### src/design/bridge_status_pkg.sv
// constants for the primary status, revision and class code fields
// assumes a 32-bit configuration word path with four byte enables
package bridge_status_pkg;

  // byte offsets of the configuration dwords held here
  localparam logic [7:0] OFS_CMD_STATUS = 8'h04;
  localparam logic [7:0] OFS_REV_CLASS = 8'h08;

  // bit positions within the command/status dword
  localparam int BIT_CAP_LIST = 20;
  localparam int BIT_66MHZ = 21;
  localparam int BIT_FAST_B2B = 23;
  localparam int BIT_PAR_ERR = 24;
  localparam int BIT_SEL_TIM_LO = 25;
  localparam int BIT_SIG_TABORT = 27;
  localparam int BIT_RCV_TABORT = 28;
  localparam int BIT_RCV_MABORT = 29;
  localparam int BIT_SIG_SERR = 30;
  localparam int BIT_DET_PERR = 31;
  localparam int NUM_FLAGS = 6;

  // fixed read values and reset values
  localparam logic CAP_LIST_VAL = 1'b1;
  localparam logic MHZ66_VAL = 1'b0;
  localparam logic FAST_B2B_VAL = 1'b0;
  localparam logic [1:0] SEL_TIM_VAL = 2'h0;
  localparam logic FLAG_RESET = 1'b0;
  localparam logic [7:0] PROG_IF_NORMAL = 8'h00;
  localparam logic [7:0] PROG_IF_SUBTRACT = 8'h01;
  localparam logic [7:0] SUB_CLASS_VAL = 8'h04;
  localparam logic [7:0] BASE_CLASS_VAL = 8'h06;
  localparam logic [31:0] RDATA_RESET = 32'h0000_0000;

  // byte lane that carries all six error flags
  localparam int FLAG_LANE = 3;

endpackage : bridge_status_pkg

### src/design/w1c_flag.sv
// one sticky error flag, set by hardware, cleared by a one written by software
// assumes set and clear are single-cycle pulses on clk
`timescale 1ns/1ps
`default_nettype none
module w1c_flag
  import bridge_status_pkg::*;
(
  input wire logic clk,
  input wire logic arst_n,
  input wire logic ce,
  input wire logic set,
  input wire logic clr,
  output logic q
);

  logic q_nxt;

  // set beats clear so an event in the clearing cycle is kept
  always_comb begin
    q_nxt = q;
    if (clr) begin
      q_nxt = 1'b0;
    end
    if (set) begin
      q_nxt = 1'b1;
    end
  end

  always_ff @(posedge clk or negedge arst_n) begin
    if (!arst_n) begin
      q <= FLAG_RESET;
    end else if (ce) begin
      q <= q_nxt;
    end
  end

endmodule // w1c_flag
`default_nettype wire

### src/design/bridge_primary_status_class_regs.sv
// primary status half-word, revision and class code of the bridge header
// assumes events and config strobes come from logic on clk, one cycle each
`timescale 1ns/1ps
`default_nettype none
module bridge_primary_status_class_regs
  import bridge_status_pkg::*;
#(
  parameter logic [7:0] REVISION_VAL = 8'h5A // arbitrary value
)
(
  input wire logic clk,
  input wire logic arst_n,
  input wire logic ce,
  input wire logic cfg_rd,
  input wire logic cfg_wr,
  input wire logic [7:0] cfg_addr,
  input wire logic [3:0] cfg_be,
  input wire logic [31:0] cfg_wdata,
  input wire logic parity_resp_en,
  input wire logic legacy_decode,
  input wire logic rx_cpl_poisoned,
  input wire logic tx_wr_poisoned,
  input wire logic tx_cpl_abort,
  input wire logic rx_cpl_abort,
  input wire logic rx_cpl_unsupported,
  input wire logic tx_err_msg,
  input wire logic rx_tlp_poisoned,
  output logic [31:0] cfg_rdata_r,
  output logic cfg_rd_valid_r
);

  // timing at a glance, all on rising clk with ce high
  //
  // read of the status dword
  //   c0: cfg_rd high, cfg_addr at the status offset
  //   c1: cfg_rd_valid_r high, cfg_rdata_r holds the dword
  //   c2: valid drops, data stays until the next taken read
  //
  // read of the revision and class dword
  //   c0: cfg_rd high, cfg_addr at the class offset
  //   c1: revision, programming byte, sub-class and base class
  //   the programming byte is the legacy bit as seen at c0
  //
  // read of any other offset
  //   c0: cfg_rd high
  //   c1: valid high with all-zero data, never an error
  //
  // clearing a flag
  //   c0: cfg_wr high, status offset, top lane enabled, ones in flag bits
  //   c1: a read taken here already sees the flag low
  //   zeros in the write data leave their flags alone
  //   a write with the top lane off touches nothing
  //   writes to the class dword are dropped, it is read-only
  //
  // raising a flag
  //   c0: event input high
  //   c1: a read taken here already sees the flag high
  //   an event held high keeps setting the flag every cycle
  //
  // event and clear in one cycle
  //   the set wins, so an error landing during the clear is not lost
  //   software reads again after a clear to catch such a late event
  //
  // read and write in one cycle
  //   the read returns the value before the write
  //   the write takes effect at the same edge as the read capture
  //
  // clock enable low
  //   every flop holds, strobes and events are ignored
  //   a read issued then never gets a valid pulse
  //
  // reset
  //   flags, read data and valid all return to zero at once
  //   the first request may come at the first enabled edge after release
  //
  // fixed fields
  //   capability list bit reads one, the pointer lives outside this block
  //   fast back-to-back, 66 MHz and select timing read zero
  //   reserved bits of the status half read zero
  //   the command half reads zero here and is merged elsewhere
  //
  // limitations
  //   no byte-lane merge on reads, the requester masks what it needs
  //   events must come from logic on clk, none are synchronised here
  //   parity enable and legacy bit are plain levels from elsewhere

  logic [NUM_FLAGS-1:0] flag_set;
  logic [NUM_FLAGS-1:0] flag_clr;
  logic [NUM_FLAGS-1:0] flag_q;
  logic [31:0] status_word;
  logic [31:0] class_word;
  logic [31:0] cfg_rdata_nxt;
  logic status_wr;
  logic wr_take;
  logic lane_flags_en;
  logic hit_status;
  logic hit_class;
  logic hit_none;
  logic rd_take;
  logic cap_list_bit;
  logic mhz66_bit;
  logic fast_b2b_bit;
  logic [1:0] select_timing_field;
  logic [3:0] rsvd_lo_field;
  logic rsvd_hi_bit;
  logic [15:0] cmd_half;
  logic [7:0] revision_byte;
  logic [7:0] prog_if_byte;
  logic [7:0] sub_class_byte;
  logic [7:0] base_class_byte;
  logic evt_par_err;
  logic evt_sig_abort;
  logic evt_rcv_abort;
  logic evt_rcv_unsup;
  logic evt_sig_err;
  logic evt_det_poison;
  logic [NUM_FLAGS-1:0] clr_bits;
  logic par_err_q;
  logic sig_abort_q;
  logic rcv_abort_q;
  logic rcv_unsup_q;
  logic sig_err_q;
  logic det_poison_q;

  // write qualifiers; ce gating also lives in each flag cell
  assign wr_take = ce && cfg_wr;
  assign lane_flags_en = cfg_be[FLAG_LANE];

  // a status write counts only when the flag byte lane is enabled
  assign status_wr = wr_take && (cfg_addr == OFS_CMD_STATUS) && lane_flags_en;

  // address decode, shared by the read mux below
  assign hit_status = (cfg_addr == OFS_CMD_STATUS);
  assign hit_class = (cfg_addr == OFS_REV_CLASS);
  assign hit_none = !(hit_status || hit_class);

  // a read is taken only on an enabled edge
  assign rd_take = ce && cfg_rd;

  // parity flag needs the response enable
  // poison in either direction counts, received completion or sent write
  assign evt_par_err = parity_resp_en && (rx_cpl_poisoned || tx_wr_poisoned);

  // completer abort returned by the bridge itself
  // one pulse per aborted request
  assign evt_sig_abort = tx_cpl_abort;

  // completer abort status in a received completion
  // raised by the completion decoder
  assign evt_rcv_abort = rx_cpl_abort;

  // unsupported-request status in a received completion
  // raised by the completion decoder
  assign evt_rcv_unsup = rx_cpl_unsupported;

  // fatal or non-fatal message sent upstream
  // correctable messages never reach this input
  assign evt_sig_err = tx_err_msg;

  // poison is flagged here whatever the parity enable says
  // so software sees poison even with parity response off
  assign evt_det_poison = rx_tlp_poisoned;

  // write-data bits that line up with the six flags
  assign clr_bits[0] = cfg_wdata[BIT_PAR_ERR];
  assign clr_bits[1] = cfg_wdata[BIT_SIG_TABORT];
  assign clr_bits[2] = cfg_wdata[BIT_RCV_TABORT];
  assign clr_bits[3] = cfg_wdata[BIT_RCV_MABORT];
  assign clr_bits[4] = cfg_wdata[BIT_SIG_SERR];
  assign clr_bits[5] = cfg_wdata[BIT_DET_PERR];

  // event sources, in flag order 24,27,28,29,30,31
  assign flag_set[0] = evt_par_err;
  assign flag_set[1] = evt_sig_abort;
  assign flag_set[2] = evt_rcv_abort;
  assign flag_set[3] = evt_rcv_unsup;
  assign flag_set[4] = evt_sig_err;
  assign flag_set[5] = evt_det_poison;

  // write-one-to-clear, zeros leave the flag alone
  assign flag_clr[0] = status_wr && clr_bits[0];
  assign flag_clr[1] = status_wr && clr_bits[1];
  assign flag_clr[2] = status_wr && clr_bits[2];
  assign flag_clr[3] = status_wr && clr_bits[3];
  assign flag_clr[4] = status_wr && clr_bits[4];
  assign flag_clr[5] = status_wr && clr_bits[5];

  // one sticky cell per error flag
  genvar gi;
  generate
    for (gi = 0; gi < NUM_FLAGS; gi++) begin : g_flag
      w1c_flag u_flag (
        .clk(clk),
        .arst_n(arst_n),
        .ce(ce),
        .set(flag_set[gi]),
        .clr(flag_clr[gi]),
        .q(flag_q[gi])
      );
    end
  endgenerate

  // parity flag cell, bit 24
  assign par_err_q = flag_q[0];

  // completer abort sent, bit 27
  assign sig_abort_q = flag_q[1];

  // completer abort received, bit 28
  assign rcv_abort_q = flag_q[2];

  // unsupported request received, bit 29
  assign rcv_unsup_q = flag_q[3];

  // error message sent, bit 30
  assign sig_err_q = flag_q[4];

  // poison detected, bit 31
  assign det_poison_q = flag_q[5];

  // fixed capability bits of the status half
  assign cap_list_bit = CAP_LIST_VAL;
  assign mhz66_bit = MHZ66_VAL;
  assign fast_b2b_bit = FAST_B2B_VAL;

  // select timing is unsupported and fixed
  assign select_timing_field = SEL_TIM_VAL;

  // reserved status bits tie low and ignore writes
  assign rsvd_lo_field = 4'h0;
  assign rsvd_hi_bit = 1'b0;

  // command half is owned elsewhere; zero here keeps an OR merge safe
  assign cmd_half = 16'h0000;

  // status dword assembly, reserved nibble sits just below the capability bit
  always_comb begin
    status_word = {16'h0000, cmd_half};
    status_word[BIT_CAP_LIST-4 +: 4] = rsvd_lo_field;
    status_word[BIT_CAP_LIST] = cap_list_bit;
    status_word[BIT_66MHZ] = mhz66_bit;
    status_word[BIT_66MHZ+1] = rsvd_hi_bit;
    status_word[BIT_FAST_B2B] = fast_b2b_bit;
    status_word[BIT_PAR_ERR] = par_err_q;
    status_word[BIT_SEL_TIM_LO +: 2] = select_timing_field;
    status_word[BIT_SIG_TABORT] = sig_abort_q;
    status_word[BIT_RCV_TABORT] = rcv_abort_q;
    status_word[BIT_RCV_MABORT] = rcv_unsup_q;
    status_word[BIT_SIG_SERR] = sig_err_q;
    status_word[BIT_DET_PERR] = det_poison_q;
  end

  // revision is a fixed parameter, writes never reach it
  assign revision_byte = REVISION_VAL;

  // programming interface follows the legacy decode bit
  assign prog_if_byte = legacy_decode ? PROG_IF_SUBTRACT : PROG_IF_NORMAL;

  // bridge class, fixed
  assign sub_class_byte = SUB_CLASS_VAL;
  assign base_class_byte = BASE_CLASS_VAL;

  // class dword assembly
  assign class_word = {base_class_byte, sub_class_byte, prog_if_byte, revision_byte};

  // read mux; offsets not held here answer zero
  // the hits are exclusive, so the order of the ifs does not matter
  always_comb begin
    cfg_rdata_nxt = RDATA_RESET;
    if (hit_status) begin
      cfg_rdata_nxt = status_word;
    end
    if (hit_class) begin
      cfg_rdata_nxt = class_word;
    end
    if (hit_none) begin
      cfg_rdata_nxt = 32'h0000_0000;
    end
  end

  // valid pulse marks the cycle after each taken read
  always_ff @(posedge clk or negedge arst_n) begin
    if (!arst_n) begin
      cfg_rd_valid_r <= 1'b0;
    end else if (ce) begin
      cfg_rd_valid_r <= rd_take;
    end
  end

  // read data registered so the answer comes one cycle after the strobe
  // and holds until the next taken read
  always_ff @(posedge clk or negedge arst_n) begin
    if (!arst_n) begin
      cfg_rdata_r <= RDATA_RESET;
    end else if (rd_take) begin
      cfg_rdata_r <= cfg_rdata_nxt;
    end
  end

endmodule // bridge_primary_status_class_regs
`default_nettype wire

### config.mk
export PLATFORM = sky130hd
export DESIGN_NAME = bridge_primary_status_class_regs
export DESIGN_NICKNAME = d
export VERILOG_FILES = /design/src/design/bridge_status_pkg.sv /design/src/design/w1c_flag.sv /design/src/design/bridge_primary_status_class_regs.sv
export SDC_FILE = /design/constraint.sdc
export NUM_CORES = 1
export LEC_CHECK = 0
export BUFFER_PORTS_ARGS = -buffer_cell sky130_fd_sc_hd__buf_4
export CORE_MARGIN = 4
export CORE_UTILIZATION = 25
export CTS_CLUSTER_SIZE = 24
export DETAILED_ROUTE_END_ITERATION = 10
export PLACE_DENSITY = 0.68
export SETUP_SLACK_MARGIN = 0.15
export SYNTH_ARGS = -nofsm -noshare
export SYNTH_HDL_FRONTEND = slang
export SYNTH_SLANG_ARGS = --single-unit
### constraint.sdc
create_clock -name clk -period 2.4 [get_ports clk]
set_clock_uncertainty 0.2 [all_clocks]
set_input_delay 0.24 -clock clk [delete_from_list [all_inputs] [get_ports clk]]
set_output_delay 0.24 -clock clk [all_outputs]
set_load 0.005 [all_outputs]
==> results.txt <==
The cell at the slowest stage of the critical path is sky130_fd_sc_hd__dfrtp_1. The number of standard cells in the layout, taps in and fillers out is between 150 and 200. The global-route congestion overflow total is 0. The clock reaches the later pin of the worst-skew pair after roughly 280 ps. The startpoint identified for the worst hold timing path is rx_cpl_poisoned. Counting I/O delays and the setup requirement, the final critical path takes approximately 1400 ps. The total power of the final layout is 0.525 mW.

The width of the die is 67.6 µm. By instance count, the leading cell after synthesis is sky130_fd_sc_hd__buf_4. Setup repair after global routing left no endpoint under its margin. The synthesized design spends more area on one cell type than any other, namely sky130_fd_sc_hd__dfrtp_1. The clock net sink count came out at 16.

Global routing used 9.84% of the available tracks across all layers. The required arrival time at the worst endpoint is between 1500 and 2000 ps. In this run the static leakage power is ~0.6 nW. The number of nets in the finished design came out at between 150 and 200. The total core area came out at 3390 µm². Of the available clock period, the critical path in the final layout requires between 50% and 60%. The top cell type by area accounts for a little under half of the synthesized area. The final hold slack came out at between 20 and 25 ps.

Broken down by cell family, the worst path's largest delay share belongs to flip-flops. Once detail routing completed, the nets flagged for antenna violations numbered 0. The mapped cell area came out at ~900 µm². The area growth from synthesis to layout is 40.9%.

Static timing analysis puts the maximum clock frequency at around 740 MHz. The portion of the post-synthesis area used by sequential elements came out at around 45%. In this run the critical register-to-register path is captured at cfg_rdata_r[26]. The total of endpoints with negative setup slack in the final report came out at 0. The capturing element type of the critical path is an output port. The area taken by flip-flops and latches is about 400 µm². The number of antenna violations at the first check in global routing was 0. The global placer's final weighted congestion is around 0.71. During synthesis, Yosys emitted a total of 0 warnings. The area of combinational cells with multiple inputs is 352 µm². The post-synthesis average cell area is around 9.5 µm². The worst hold endpoint is g_flag[0].u_flag.q. Across the run, the number of max-cap violations was 0.

TritonCTS built the clock tree. Once detailed placement completed, the half-perimeter wirelength came to approximately 1700 µm. Summed over all failing endpoints, the final setup total negative slack is 0 ps. The worst reg2reg path startpoint is cfg_rdata_r[26].

The number of placed instances with taps included came out at 172. The chip height came out at approximately 68 µm. The pre-antenna-repair detailed-routing pass consisted of 4 iterations. Of all nets on the critical path, the largest fanout is 8.

The arrival time of the worst setup path came out at 910 ps. For this block, the routed nets add up to about 2000 µm of wire. The worst setup slack before clock tree synthesis came out at approximately 900 ps. The flow ran to the end, and the final reports show no timing, DRC or antenna violations. The die covers approximately 4600 µm². The largest incremental delay on the critical path is ~460 ps. The count of state elements after synthesis came out at 16.

The hold violation count in the final report is 0. Summing all non-filler instances in the final layout gives an area of approximately 1200 µm². Sorting the synthesized cells by area gives the leading types as sky130_fd_sc_hd__dfrtp_1 45%, sky130_fd_sc_hd__buf_4 20%, sky130_fd_sc_hd__nand2_1 8.0%. Ranked by instance count, the synthesized netlist is headed by 24 x sky130_fd_sc_hd__buf_4, 19 x sky130_fd_sc_hd__nand2_1, 16 x sky130_fd_sc_hd__dfrtp_1. The register-to-register setup slack is approximately 1500 ps. The number of remaining DRC errors came out at 0. The number of buffers inserted during clock tree synthesis came out at 3. The post-route netlist has 37.2% of its cells at a drive strength greater than 1. In the synthesized netlist the async set-or-reset flop fraction comes to 100%. The peak ir drop on the vdd network is around 170 µV. The via density per instance came out at approximately 4.1. Once the clock tree was built, the setup fixing pass inserted 0 buffers. The worst setup path is launched from a flip-flop. The site row count came out at 21. The path depth of the worst reg2reg path came out at 2. The power per standard cell area is 420 nW/µm². The signal on the critical path passes through buf_4. Together, buffers and inverters on the worst path number 1. The number of buffers on the longest clock path is 2.

The placed standard-cell area is about 1100 µm². The repair_antennas step left the layout with diodes totalling 0. The worst setup path is of the flip-flop to output port kind. Setup slack closes at ~1000 ps. The tightest min-delay check is of the input pin to flip-flop type. The count of boundary I/O pins is about 90. In this run the tool buffered the top-level ports with between 40 and 50 buffer cells. The number of fillers in the final layout came out at 340.

The via count of the first global-routing pass was 747. The routed length per instance came out at 11.2 µm. The number of max-slew violations in the final report is 0.

The largest net degree at the start of global routing is 17. Cells fill approximately 37% of the core in the end. The DRC marker count from the first detailed-route iteration came out at 9. The synthesized design contains 0 enable-type register cells. The initial utilization of the core area, before any placement, comes to 26.2%. After clock tree synthesis, the clock-pin slew on the worst setup and hold paths is around 90 ps. The post-synthesis cell type count is 18.

For this run, the leading register cell type out of synthesis is sky130_fd_sc_hd__dfrtp_1. The cell count after synthesis came out at 93. The depth of the worst hold-timing path is 3. The detailed router placed 758 vias in this run. The clock root buffer master is sky130_fd_sc_hd__clkbuf_4. In this run the number of H-tree levels came out at 1. The first-pass GRT wire length is roughly 3200 µm.
-- how the worst max path moves through the flow --
stage / startpoint / slack (ps) / endpoint / cells after the start
2_1_floorplan: ce / 1100 / g_flag[5].u_flag.q / 5
3_3_place_gp: cfg_addr[1] / 910 / g_flag[5].u_flag.q / 4
3_5_place_dp: cfg_addr[1] / 900 / g_flag[5].u_flag.q / 4
4_1_cts: cfg_rdata_r[26] / 1020 / cfg_rdata_r[3] / 1
5_1_grt: cfg_rdata_r[26] / 950 / cfg_rdata_r[3] / 1
6_report: cfg_rdata_r[26] / 1050 / cfg_rdata_r[3] / 1
-- sequential cells by signal (all words and copies together), names as in the netlist --
signal	cells
g_flag.u_flag.q	6
cfg_rd_valid_r	1
cfg_rdata_r	9
-- report_power, final --
group	total (mW)	internal (mW)	switching, mW
Combinational	0.0829	0.0455	0.0373
Sequential	0.273	0.272	0.00157
Clock	0.169	0.0922	0.0772
Total	0.525	0.409	0.116
-- routing by layer --
layer  vias up  global-route usage (%)  wire length, µm
met5         -                       0                0
met4         0                    5.82               27
met3         4                    4.33              309
met2        54                    14.0              863
met1       335                    12.1              843
li1        365                       -                -
-- cells by family (layout without fill, tap and decap cells) --
group / count (synthesis) / count (layout) / share of synthesized area [%]
buf+inv: 28 / 56 / 22.0
compound gates: 16 / 16 / 11.6
other cells: 1 / 17 / 0.423
simple gates: 32 / 32 / 20.9
flops: 16 / 16 / 45.1
-- final cells by class --
class                           instances  area share (%)
Inverter                                1           0.300
Timing Repair Buffer                   51            32.0
Clock buffer                            4            2.90
Tap cell                               46            4.60
Multi-Input combinational cell         65            28.1
Sequential cell                        16            32.0
-- cell usage in the layout, fill, tap and decap left out --
master	synthesis	final
sky130_fd_sc_hd__a22o_1	5	5
sky130_fd_sc_hd__and2_1	1	1
sky130_fd_sc_hd__and3_1	1	1
sky130_fd_sc_hd__buf_4	24	44
sky130_fd_sc_hd__clkbuf_4	0	3
sky130_fd_sc_hd__clkbuf_8	0	1
sky130_fd_sc_hd__conb_1	1	17
sky130_fd_sc_hd__dfrtp_1	16	16
sky130_fd_sc_hd__dlygate4sd3_1	0	7
sky130_fd_sc_hd__inv_1	1	1
sky130_fd_sc_hd__nand2_1	19	19
sky130_fd_sc_hd__nand2_2	1	1
sky130_fd_sc_hd__nand4_1	6	6
sky130_fd_sc_hd__nor2_1	1	1
sky130_fd_sc_hd__nor4_4	1	1
sky130_fd_sc_hd__nor4b_1	1	1
sky130_fd_sc_hd__nor4b_4	1	1
sky130_fd_sc_hd__o21ai_0	3	3
sky130_fd_sc_hd__o21ai_1	7	7
sky130_fd_sc_hd__o2bb2ai_1	1	1
-- timing repair --
| action | in CTS | in global routing |
|---|---|---|
| hold buffers | 6 | 1 |
| endpoints found under the hold margin | 21 | 1 |
| resized for setup | 0 | 0 |
-- tightest hold or removal path: cells and delay by family --
family          cells  cell delay, ps
simple gates        1              30
buf+inv             1              80
compound gates      1             110
Note: power is estimated with default switching activity, not from simulation.
